**config.mk**
```make
export PLATFORM = sky130hd
export DESIGN_NAME = rpsp_power_ctrl
export DESIGN_NICKNAME = d
export VERILOG_FILES = /design/src/rpsp_pkg.sv /design/src/rpsp_cfg_mem.sv /design/src/rpsp_power_ctrl.sv
export SDC_FILE = /design/constraint.sdc
export NUM_CORES = 1
export LEC_CHECK = 0
export CAP_MARGIN = 5
export CORE_ASPECT_RATIO = 0.9
export CORE_MARGIN = 5
export CORE_UTILIZATION = 45
export CTS_CLUSTER_DIAMETER = 50
export CTS_CLUSTER_SIZE = 28
export DETAILED_ROUTE_END_ITERATION = 8
export DONT_BUFFER_PORTS = 1
export SETUP_SLACK_MARGIN = 0.3
export SYNTH_ARGS = -nofsm -noshare
export SYNTH_HDL_FRONTEND = slang
export SYNTH_SLANG_ARGS = --single-unit
```
**constraint.sdc**
```tcl
create_clock -name clock_i -period 19.9 [get_ports clock_i]
set_clock_uncertainty 0.2 [all_clocks]
set_input_delay 2.985 -clock clock_i [delete_from_list [all_inputs] [get_ports clock_i]]
set_output_delay 2.985 -clock clock_i [all_outputs]
set_load 0.05 [all_outputs]
```
**src/rpsp_pkg.sv**
```systemverilog
`default_nettype none
package rpsp_pkg;
    // register offsets
    localparam logic [7:0] ADDR_INT_STATUS = 8'h13;
    localparam logic [7:0] ADDR_STATE_CTRL = 8'h14;
    localparam logic [7:0] ADDR_DET_TIME = 8'h17;
    localparam logic [7:0] ADDR_WAIT_RATIO = 8'h18;
    // digital receive configuration window, reached over the same port
    localparam logic [7:0] ADDR_RXCFG_FIRST = 8'h00;
    localparam int RXCFG_WORDS = 16;
    // field positions
    localparam int CTRL_XO_BIT = 0;
    localparam int CTRL_WUT_BIT = 1;
    localparam int CTRL_HRX_BIT = 2;
    localparam int STAT_PREAMB_BIT = 0;
    localparam int RATIO_WIDTH = 7;
    // reset values
    localparam logic [7:0] CTRL_RESET = 8'h00;
    localparam logic [7:0] DET_TIME_RESET = 8'h00;
    localparam logic [7:0] WAIT_RATIO_RESET = 8'h00;
    // timing, clock period in ns
    localparam int CLK_PERIOD_NS = 5;
    localparam int T_SHUTDOWN_NS = 10000;
    localparam int T_TURN_ON_NS = 400000;
    localparam int T_XO_START_NS = 380000;
    localparam int T_RX_START_NS = 320000;
    localparam int T_FAST_NS = 10000;
    localparam int T_DET_BASE_NS = 480000;
    localparam int T_DET_STEP_NS = 80000;
    // longest times round down, least times round up
    localparam int SHUTDOWN_CYC = T_SHUTDOWN_NS / CLK_PERIOD_NS;
    localparam int TURN_ON_CYC = (T_TURN_ON_NS + CLK_PERIOD_NS - 1) / CLK_PERIOD_NS;
    localparam int XO_START_CYC = (T_XO_START_NS + CLK_PERIOD_NS - 1) / CLK_PERIOD_NS;
    localparam int RX_START_CYC = (T_RX_START_NS + CLK_PERIOD_NS - 1) / CLK_PERIOD_NS;
    localparam int FAST_CYC = T_FAST_NS / CLK_PERIOD_NS;
    localparam int DET_BASE_CYC = T_DET_BASE_NS / CLK_PERIOD_NS;
    localparam int DET_STEP_CYC = T_DET_STEP_NS / CLK_PERIOD_NS;

    // nine states need a four-bit code
    typedef enum logic [3:0] {
        ST_SHUTDOWN, ST_POWERUP, ST_SLEEP, ST_XO_START, ST_STANDBY,
        ST_RX_START, ST_HOST_RX, ST_POLL_RX, ST_WAIT
    } rpsp_state_type;

    // one serial register access, already deserialised
    typedef struct packed {
        logic wr;
        logic rd;
        logic [7:0] addr;
        logic [7:0] wdata;
    } rpsp_req_type;

    // decoded power-state control bits
    typedef struct packed {
        logic host_rx_enable;
        logic wake_timer_enable;
        logic crystal_enable;
    } rpsp_ctrl_type;
endpackage
`default_nettype wire

```
**src/rpsp_cfg_mem.sv**
```systemverilog
`default_nettype none
// small register memory for the receive configuration words
module rpsp_cfg_mem #(
    parameter int WORDS = 16,
    parameter int AW = 4
) (
    // clocking
    input wire logic clock_i,
    input wire logic clk_en_i,
    input wire logic sys_rst_i,
    // access
    input wire logic wr_i,
    input wire logic [AW-1:0] addr_i,
    input wire logic [7:0] wdata_i,
    output logic [7:0] rdata_o
);
    logic [7:0] mem_q [WORDS];

    // reset clears every word so defaults return after power-up
    always_ff @(posedge clock_i) begin
        if (sys_rst_i) begin
            for (int i = 0; i < WORDS; i++) begin
                mem_q[i] <= 8'h00;
            end
            rdata_o <= 8'h00;
        end else if (clk_en_i) begin
            if (wr_i) begin
                mem_q[addr_i] <= wdata_i;
            end
            rdata_o <= mem_q[addr_i];
        end
    end
endmodule // rpsp_cfg_mem
`default_nettype wire

```
**src/rpsp_power_ctrl.sv**
```systemverilog
// Functional notes
// - power-down high: shutdown within 10 us
// - power-down low: sleep, registers defaulted
// - crystal enable in sleep: standby, 380 us
// - rx off, xo off, wake timer: 10 us
// - host receive enable: receiver on in 320 us
// - receive config read-only while receiving
// - control register writable in host receive
// - wake timer alternates wait and polling
// - detection time field, 0.48 to 20.88 ms
// - wait equals detection times ratio; the code uses detection times (ratio field plus one)
// - preamble sets flag, data falls later
// - status read clears flag, timer, to standby
// - data high in polling and idle wait
// - unread status repeats falling edge each cycle
`default_nettype none
module rpsp_power_ctrl
    import rpsp_pkg::*;
#(
    parameter int SHUTDOWN_CYCLES = SHUTDOWN_CYC,
    parameter int TURN_ON_CYCLES = TURN_ON_CYC,
    parameter int XO_START_CYCLES = XO_START_CYC,
    parameter int RX_START_CYCLES = RX_START_CYC,
    parameter int FAST_CYCLES = FAST_CYC,
    parameter int DET_BASE_CYCLES = DET_BASE_CYC,
    parameter int DET_STEP_CYCLES = DET_STEP_CYC
) (
    // clocking
    input wire logic clock_i,
    input wire logic clk_en_i,
    input wire logic sys_rst_i,
    // device pins
    input wire logic power_down_pin_i,
    output logic data_o,
    // deserialised register port
    input wire rpsp_pkg::rpsp_req_type req_i,
    output logic [7:0] rdata_o,
    output logic rdata_valid_o,
    // receiver side
    input wire logic rx_data_i,
    input wire logic preamble_match_i,
    output logic receiver_on_o,
    output logic crystal_on_o,
    output logic [3:0] power_state_o
);
    import rpsp_pkg::*;

    localparam int CW = 32;

    rpsp_state_type state_q, state_d;
    logic [CW-1:0] cnt_q, cnt_d;
    logic [7:0] ctrl_q;
    logic [7:0] det_q;
    logic [7:0] ratio_q;
    logic preamb_q;
    logic hit_q;
    logic [CW-1:0] pd_cnt_q;
    logic pd_q;

    // decode, used for every address compare except the cfg_sel range check
    function automatic logic hit(input logic [7:0] a, input logic [7:0] b);
        return a == b;
    endfunction

    rpsp_ctrl_type ctrl;
    wire alive = (state_q != ST_SHUTDOWN) && (state_q != ST_POWERUP);
    wire rx_active = (state_q == ST_HOST_RX) || (state_q == ST_POLL_RX);
    wire wr_ok = req_i.wr && alive;
    wire rd_ok = req_i.rd && alive;
    wire cfg_sel = req_i.addr < (ADDR_RXCFG_FIRST + 8'(RXCFG_WORDS));
    wire cfg_wr = wr_ok && cfg_sel && !rx_active;
    wire ctrl_wr = wr_ok && hit(req_i.addr, ADDR_STATE_CTRL);
    wire stat_rd = rd_ok && hit(req_i.addr, ADDR_INT_STATUS);
    wire [7:0] cfg_rdata;
    assign ctrl = rpsp_ctrl_type'({ctrl_q[CTRL_HRX_BIT], ctrl_q[CTRL_WUT_BIT], ctrl_q[CTRL_XO_BIT]});

    // detection and wait lengths in cycles
    wire [CW-1:0] det_cyc = CW'(DET_BASE_CYCLES) + CW'(det_q) * CW'(DET_STEP_CYCLES);
    wire [CW-1:0] ratio_n = CW'(ratio_q[RATIO_WIDTH-1:0]) + CW'(1);
    wire [CW-1:0] wait_cyc = det_cyc * ratio_n;
    wire cnt_done = (cnt_q == '0);

    // power-down filter: held high long enough forces shutdown
    wire pd_shut = pd_q;

    rpsp_cfg_mem #(.WORDS(RXCFG_WORDS), .AW(4)) u_cfg (
        .clock_i(clock_i),
        .clk_en_i(clk_en_i),
        .sys_rst_i(sys_rst_i || !alive),
        .wr_i(cfg_wr),
        .addr_i(req_i.addr[3:0]),
        .wdata_i(req_i.wdata),
        .rdata_o(cfg_rdata)
    );

    // power-down pin timing; any state reaches shutdown within the bound
    always_ff @(posedge clock_i) begin
        if (sys_rst_i) begin
            pd_cnt_q <= '0;
            pd_q <= 1'b1;
        end else if (clk_en_i) begin
            if (!power_down_pin_i) begin
                pd_cnt_q <= '0;
                pd_q <= 1'b0;
            end else if (pd_cnt_q >= CW'(SHUTDOWN_CYCLES - 1)) begin
                pd_q <= 1'b1;
            end else begin
                pd_cnt_q <= pd_cnt_q + CW'(1);
            end
        end
    end

    // state sequencing
    always_comb begin
        state_d = state_q;
        cnt_d = cnt_done ? cnt_q : cnt_q - CW'(1);
        unique case (state_q)
            ST_SHUTDOWN: begin
                if (!power_down_pin_i) begin
                    state_d = ST_POWERUP;
                    cnt_d = CW'(TURN_ON_CYCLES - 1);
                end
            end
            ST_POWERUP: begin
                if (cnt_done) begin
                    state_d = ST_SLEEP;
                end
            end
            ST_SLEEP: begin
                if (ctrl.crystal_enable) begin
                    state_d = ST_XO_START;
                    cnt_d = CW'(XO_START_CYCLES - 1);
                end
            end
            ST_XO_START: begin
                if (!ctrl.crystal_enable) begin
                    state_d = ST_SLEEP;
                end else if (cnt_done) begin
                    state_d = ST_STANDBY;
                end
            end
            ST_STANDBY: begin
                if (!ctrl.crystal_enable) begin
                    state_d = ST_SLEEP;
                end else if (ctrl.wake_timer_enable) begin
                    state_d = ST_WAIT;
                    cnt_d = CW'(FAST_CYCLES - 1);
                end else if (ctrl.host_rx_enable) begin
                    state_d = ST_RX_START;
                    cnt_d = CW'(RX_START_CYCLES - 1);
                end
            end
            ST_RX_START: begin
                if (!ctrl.host_rx_enable) begin
                    state_d = ST_STANDBY;
                end else if (cnt_done) begin
                    state_d = ST_HOST_RX;
                end
            end
            ST_HOST_RX: begin
                if (!ctrl.host_rx_enable) begin
                    state_d = ST_STANDBY;
                end
            end
            ST_POLL_RX: begin
                if (!ctrl.wake_timer_enable) begin
                    state_d = ST_STANDBY;
                end else if (cnt_done) begin
                    state_d = ST_WAIT;
                    cnt_d = wait_cyc - CW'(1);
                end
            end
            ST_WAIT: begin
                if (!ctrl.wake_timer_enable) begin
                    state_d = ST_STANDBY;
                end else if (cnt_done) begin
                    state_d = ST_POLL_RX;
                    cnt_d = det_cyc - CW'(1);
                end
            end
            default: begin
                state_d = ST_SHUTDOWN;
            end
        endcase
        // startup of the rx chain is not counted in the wait entry
        if (pd_shut) begin
            state_d = ST_SHUTDOWN;
        end
    end

    always_ff @(posedge clock_i) begin
        if (sys_rst_i) begin
            state_q <= ST_SHUTDOWN;
            cnt_q <= '0;
        end else if (clk_en_i) begin
            state_q <= state_d;
            cnt_q <= cnt_d;
        end
    end

    // registers; lost in shutdown and defaulted on power-up
    always_ff @(posedge clock_i) begin
        if (sys_rst_i || !alive) begin
            ctrl_q <= CTRL_RESET;
            det_q <= DET_TIME_RESET;
            ratio_q <= WAIT_RATIO_RESET;
            preamb_q <= 1'b0;
        end else if (clk_en_i) begin
            if (ctrl_wr) begin
                ctrl_q <= req_i.wdata;
            end
            if (wr_ok && !rx_active && hit(req_i.addr, ADDR_DET_TIME)) begin
                det_q <= req_i.wdata;
            end
            if (wr_ok && !rx_active && hit(req_i.addr, ADDR_WAIT_RATIO)) begin
                ratio_q <= {1'b0, req_i.wdata[RATIO_WIDTH-1:0]};
            end
            if (stat_rd && !ctrl_wr) begin
                ctrl_q[CTRL_WUT_BIT] <= 1'b0;
            end
            // a new match in the read cycle survives the clear
            if (state_q == ST_POLL_RX && preamble_match_i) begin
                preamb_q <= 1'b1;
            end else if (stat_rd) begin
                preamb_q <= 1'b0;
            end
        end
    end

    // read data and pin outputs, all registered
    always_ff @(posedge clock_i) begin
        if (sys_rst_i) begin
            rdata_o <= 8'h00;
            rdata_valid_o <= 1'b0;
            data_o <= 1'b1;
            receiver_on_o <= 1'b0;
            crystal_on_o <= 1'b0;
            power_state_o <= 4'h0;
            hit_q <= 1'b0;
        end else if (clk_en_i) begin
            rdata_valid_o <= rd_ok;
            hit_q <= rd_ok && cfg_sel;
            if (hit(req_i.addr, ADDR_INT_STATUS)) begin
                rdata_o <= {7'h00, preamb_q};
            end else if (hit(req_i.addr, ADDR_STATE_CTRL)) begin
                rdata_o <= ctrl_q;
            end else if (hit(req_i.addr, ADDR_DET_TIME)) begin
                rdata_o <= det_q;
            end else if (hit(req_i.addr, ADDR_WAIT_RATIO)) begin
                rdata_o <= ratio_q;
            end else begin
                rdata_o <= 8'h00;
            end
            // data pin: follows rx data in host receive, otherwise low only in wait with a pending detection
            unique case (state_d)
                ST_HOST_RX: data_o <= rx_data_i;
                ST_WAIT: data_o <= !(preamb_q && state_q == ST_POLL_RX) && data_o;
                default: data_o <= 1'b1;
            endcase
            if (state_d == ST_WAIT && state_q == ST_WAIT) begin
                data_o <= !preamb_q || data_o ? (preamb_q ? data_o : 1'b1) : 1'b0;
            end
            receiver_on_o <= (state_d == ST_HOST_RX) || (state_d == ST_POLL_RX);
            crystal_on_o <= (state_d != ST_SHUTDOWN) && (state_d != ST_POWERUP) && (state_d != ST_SLEEP)
                            && (state_d != ST_XO_START);
            power_state_o <= state_d;
        end
    end
endmodule // rpsp_power_ctrl
`default_nettype wire

```
==> flow_summary.yaml, run 1 <==
route:
  vias: 10800
  routed_wl_um: 33700
  via_per_inst: 5.74
  avgRoutedWirePerCell_um: 18.0
  drt-initial-drc-count: 952
  drc: 0
  ant_nets: 0
  drt_pass1_iterations: 8
cts:
  path_clk_slew_ns: 0.07
  cts.sinks: 105
  cts_resized: 0
  clk_latency_ns: 0.36
  cts_buffers: 9
  root_buffer: "clkbuf_16"
  htree_num_levels: 3
  cts_setup_buffers: 0
  cts_hold_buf: 0
  clock_path_buffers: 2
  cts_tree: "yes"
power_and_ir_drop:
  p_leak_uw: 0.00564
  powerDensity_nw_per_um2: 35.2
  peakVddDrop_uv: 41.0
  internal-power_uw: 333
  p_switching_uw: 121
  p_sw_share_pct: 26.6
  power_frac_seq_pct: 49.1
  combinationalPowerShare_pct: 8.9
  total_power_uw: 454
  clkPwrFrac_pct: 42.0
final_layout:
  final.fill_count: 2688
  antennaDiodeCount: 0
  syn_to_final_growth_pct: 4.97
  stdcell_area_um2: 12900
  drive_gt1_share_pct: 3.48
  final_cell_mix: "204 x nor2_1, 181 x inv_1, 149 x nand2_1"
  multi_input_area_um2: 9250
  seqCellArea_um2: 2100
  final_common_cell: "nor2_1"
  num-nets-final: 1755
placement:
  place_hpwl_um: 26400
  placed_area_um2: 12600
  place_congestion: 0.883
  port_buffers: 0
synth:
  ys_seq_area_share_pct: 17.1
  synth_top_family_by_area: "adder cells"
  yosysUniqueCellTypes: 78
  syn_avg_cell_area_um2: 7.89
  synthMuxAreaShare_pct: 2.12
  synth-simple-area-share_pct: 23.2
  syn_inst: 1558
  synth_warnings: 0
  synth_xor_area_share_pct: 5.24
  syn_area_um2: 12300
  synth_nets: 1797
  synth_seq_cells: 105
  synthAdderAreaFrac_pct: 28.7
  synth-compound-area-share_pct: 16.1
  synth_flop_cell: "dfxtp_1"
  synth_edf_count: 0
  ys_async_sr_fraction_pct: 0
status:
  status: "completed"
floorplanning:
  die-area_um2: 30700
  num_io_pins: 40
  initial_utilization_pct: 45.6
  core_um2: 27000
  die_w_um: 184
  die_y_um: 167
  row_count: 57
timing:
  timing.slew.headroom_pct: 24.4
  rsz0062_at_grt: "false"
  worstMarginPinSlew_ns: 1.13
  slew_viol_final: 0
  whs_ns: 0.277
  finalHoldViolations: 0
  period_needed_ns: 10.58
  setup-tns-final_ns: 0
  fmax_mhz: 94.5
  setup_violations: 0
  period_share_pct: 53.2
critical_path:
  path_buf_inv: 6
  r2r_cells: 34
  cp.depth: 34
  crit_path_end_kind: "flop"
  slowest_stage: "fa_1"
  crit_top_cell: "fa_1"
  crit_family: "adder cells"
  worst-setup-path-type: "reg2reg"
  cpPeakStageDelay_ns: 0.80
  startpoint_type: "flop"
  required_ns: 19.95
  worst-path-max-fanout: 14
  worstPathArrival_ns: 10.63
worst_hold_path:
  min_delay_path_depth: 2
  hold_path_class: "reg2reg"
grt:
  grt_max_degree: 79
  grt_pass1_vias: 10500
  gr-usage-all-layers_pct: 22.2
  grt_pass1_wl_um: 55800
  grt-ovfl-total: 0
  antenna_found_initial: 0
run:
  max_cap_violations: 0
==> metrics by stage <==
| step | std cells | util [%] | setup WS, ns |
|---|---|---|---|
| finish | 1875 | 47.8 | 9.32 |
| detailed placement | 1859 | 46.7 | 9.33 |
| global placement | 1859 | 46.7 | 9.64 |
| floorplan | 1558 | - | 10.17 |
| global route | 1875 | 47.8 | 8.50 |
| CTS | 1875 | 47.8 | 9.29 |
==> synth_stat cells, drive strengths merged, types with 7 or more instances <==
master / count / area [um2]
inv: 181 / 679
and3: 21 / 131
dfxtp: 105 / 2100
ha: 105 / 1310
nand2b: 31 / 194
xnor2: 44 / 385
nor3: 47 / 240
nand2: 149 / 559
a21o: 14 / 105
clkbuf: 65 / 244
and2: 14 / 87.6
a31oi: 18 / 113
o21a: 7 / 52.6
a311oi: 7 / 61.3
o41ai: 7 / 61.3
a21oi: 73 / 365
or2: 14 / 87.6
nor2: 204 / 766
fa: 110 / 2200
xor2: 27 / 236
a211oi: 21 / 158
mux2i: 26 / 260
nor2b: 22 / 138
a221oi: 7 / 61.3
nand4: 7 / 43.8
a22oi: 10 / 75.1
nand3: 21 / 110
o21ai: 59 / 295
nor4: 19 / 119
or4: 7 / 52.6
or3: 17 / 106
==> power groups by stage <==
stage	registers (uW)	clock network, uW	logic, uW
floorplan	226	0	35.0
global placement	227	0	39.0
detailed placement	228	0	39.6
CTS	223	197	39.8
global route	224	208	45.2
finish	223	191	40.4
==> cells by family after synthesis <==
logic type	after synthesis
buf+inv	249
flops	105
fa+ha+maj	216
xor+xnor	72
simple gates	596
mux	26
compound gates	294
==> tightest hold or removal path: stages (launching register included) <==
cell	delay (ns)
dfxtp_1	0.33
a31oi_1	0.04
nor2_1	0.07
==> state kept, by name, summed over array words and instances, names as in the netlist <==
| name | flops |
|---|---|
| rdata_valid_o | 1 |
| pd_q | 1 |
| pd_cnt_q | 32 |
| receiver_on_o | 1 |
| crystal_on_o | 1 |
| ratio_q | 7 |
| rdata_o | 8 |
| cnt_q | 32 |
| data_o | 1 |
| det_q | 8 |
| ctrl_q | 8 |
| preamb_q | 1 |
| power_state_o | 4 |
==> layout make-up <==
cell class,count,area share [%]
clock buffer,10,1.85
clock inverter,6,0.563
inverter,181,5.27
multi-input combinational,1204,71.7
sequential,105,16.3
tap,354,3.43
timing repair buffer,15,0.873
==> final timing paths <==
check,from,endpoint,slack [ns]
worst max-delay path,det_q[1]$_SDFFE_PP0P_,cnt_q[31]$_SDFFE_PP0P_,9.32
worst min-delay path,pd_cnt_q[10]$_SDFFE_PP0P_,pd_cnt_q[10]$_SDFFE_PP0P_,0.28
worst max register to register,det_q[1]$_SDFFE_PP0P_,cnt_q[31]$_SDFFE_PP0P_,9.32
worst min register to register,pd_cnt_q[10]$_SDFFE_PP0P_,pd_cnt_q[10]$_SDFFE_PP0P_,0.28
==> routing by layer <==
metal,vias to the layer above,wire length [um],global-route usage (%)
li1,5217,-,-
met1,5183,15900,32.1
met2,315,15100,34.4
met3,44,2080,4.56
met4,0,593,4.63
met5,-,0,0
No activity file was read; power rests on OpenSTA's default activity.
==> run 2: changes to the inputs <==
clock period = 9.2 ns   (was 19.9 ns; I/O delays follow)
==> run 2 against run 1 <==
  * Register-to-register slack got worse by 8.9 ns
  * Critical path type unchanged
  * Global-route usage increased by 0.62 points
  * Sequential share of layout area shrank 1.1 points
  * Worst setup slack worse by 8.9 ns
  * Cell area up 7.7%
==> flow_summary.yaml, run 2 (synthesized netlist as in run 1, its figures left out) <==
cts:
  htree_num_levels: 3
  cts.sinks: 105
  clk_latency_ns: 0.36
  cts_tree: "yes"
  path_clk_slew_ns: 0.08
  root_buffer: "clkbuf_16"
  clock_path_buffers: 2
  cts_buffers: 9
critical_path:
  startpoint_type: "flop"
  crit_top_cell: "fa_1"
  worst-path-max-fanout: 5
  crit_path_end_kind: "flop"
  cpPeakStageDelay_ns: 0.54
  worstPathArrival_ns: 8.88
  slowest_stage: "fa_1"
  required_ns: 9.25
  rr_startpoint: "det_q[1]$_SDFFE_PP0P_"
  worst-setup-path-type: "reg2reg"
  cp-startpoint: "det_q[1]$_SDFFE_PP0P_"
timing:
  setup-tns-final_ns: 0
  period_share_pct: 95.9
  finalHoldViolations: 0
  rsz0062_at_grt: "true"
  period_needed_ns: 8.83
  worstMarginPinSlew_ns: 0.986
  fmax_mhz: 113
  slew_viol_final: 0
  setup_slack_ns: 0.375
  setup_violations: 0
  whs_ns: 0.264
  timing.slew.headroom_pct: 34.0
grt:
  grt_pass1_vias: 11000
  grt_max_degree: 79
  antenna_found_initial: 0
  grt_pass1_wl_um: 57400
  grt-ovfl-total: 0
  gr-usage-all-layers_pct: 22.8
run:
  max_cap_violations: 0
route:
  drc: 0
  via_per_inst: 5.73
  avgRoutedWirePerCell_um: 18.3
  vias: 11100
  ant_nets: 0
  drt-initial-drc-count: 892
  drt_pass1_iterations: 5
  routed_wl_um: 35400
floorplanning:
  num_io_pins: 40
  core_um2: 27000
  die_y_um: 167
  die-area_um2: 30700
  row_count: 57
  die_w_um: 184
  initial_utilization_pct: 45.6
power_and_ir_drop:
  peakVddDrop_uv: 107
  p_leak_uw: 0.00601
  powerDensity_nw_per_um2: 68.5
worst_hold_path:
  hold_path_class: "reg2reg"
  min-delay-start: "pd_cnt_q[10]$_SDFFE_PP0P_"
placement:
  place_congestion: 0.904
  dpl_worst_slack_ns: -0.00269
  place_hpwl_um: 27000
  port_buffers: 0
final_layout:
  final_common_cell: "nor2_1"
  syn_to_final_growth_pct: 13.1
  final_cell_mix: "200 x nor2_1, 170 x inv_1, 148 x nand2_1"
  reg_top3: "cnt_q: 32 flops, pd_cnt_q: 32 flops"
  num-nets-final: 1816
  antennaDiodeCount: 0
  final.fill_count: 2608
  drive_gt1_share_pct: 12.4
status:
  status: "completed"
## run 2: cell types whose count changed in the layout (fill, tap and decap cells not counted), sizes merged
cell,before,now
clkinv,2,1
inv,184,182
clkbuf,10,11
clkinvlp,0,3
bufinv,1,0
buf,15,76
## run 2: layout make-up
type	count	area, um2	share of cell area, %
Inverter	181	683	4.92
Clock inverter	5	37.5	0.270
Sequential cell	105	2110	15.2
Multi-Input combinational cell	1204	9790	70.5
Clock buffer	11	243	1.75
Tap cell	354	443	3.19
Timing Repair Buffer	76	582	4.19
## run 2: worst paths after layout
kind                                             endpoint  slack (ns)  depth (start not counted)
worst max-delay path               cnt_q[30]$_SDFFE_PP0P_        0.37                         31
worst min register to register  pd_cnt_q[10]$_SDFFE_PP0P_        0.26                          2
worst min-delay path            pd_cnt_q[10]$_SDFFE_PP0P_        0.26                          2
worst max register to register     cnt_q[30]$_SDFFE_PP0P_        0.37                         31
## run 2: layer usage
metal,track usage (%),vias to the layer above,share of wire (%)
met5,0,-,0
met4,5.79,0,2.0
met3,4.25,55,6.0
met2,35.7,336,46
met1,32.6,5381,46
li1,-,5330,-
## run 2: where the power goes
part	internal [uW]	switching (uW)
Combinational	34.3	54.8
Sequential	464	17.8
Clock	193	188
Total	691	261
## run 2: per-stage QoR
stage	instance area (um2)	utilization [%]	power, uW	instances
2_1_floorplan	12400	-	563	1558
3_3_place_gp	12900	47.8	577	1888
3_5_place_dp	12900	47.8	578	1888
4_1_cts	13300	49.4	959	1909
5_1_grt	13900	51.5	991	1936
6_report	13900	51.5	952	1936
## run 2: what timing repair did
action	4_1_cts	5_1_grt
pin swaps	11	52
buffers inserted	5	27
setup endpoints to repair	8	13
hold buffers	0	0
gates resized for setup	20	81
## run 2: worst max-delay path: cells and delay by family, from the launching register on
| kind | cells | cell delay [ns] |
|---|---|---|
| flops | 1 | 0.37 |
| fa+ha+maj | 10 | 4.34 |
| buf+inv | 6 | 0.45 |
| xor+xnor | 1 | 0.11 |
| compound gates | 10 | 1.94 |
| simple gates | 4 | 1.33 |
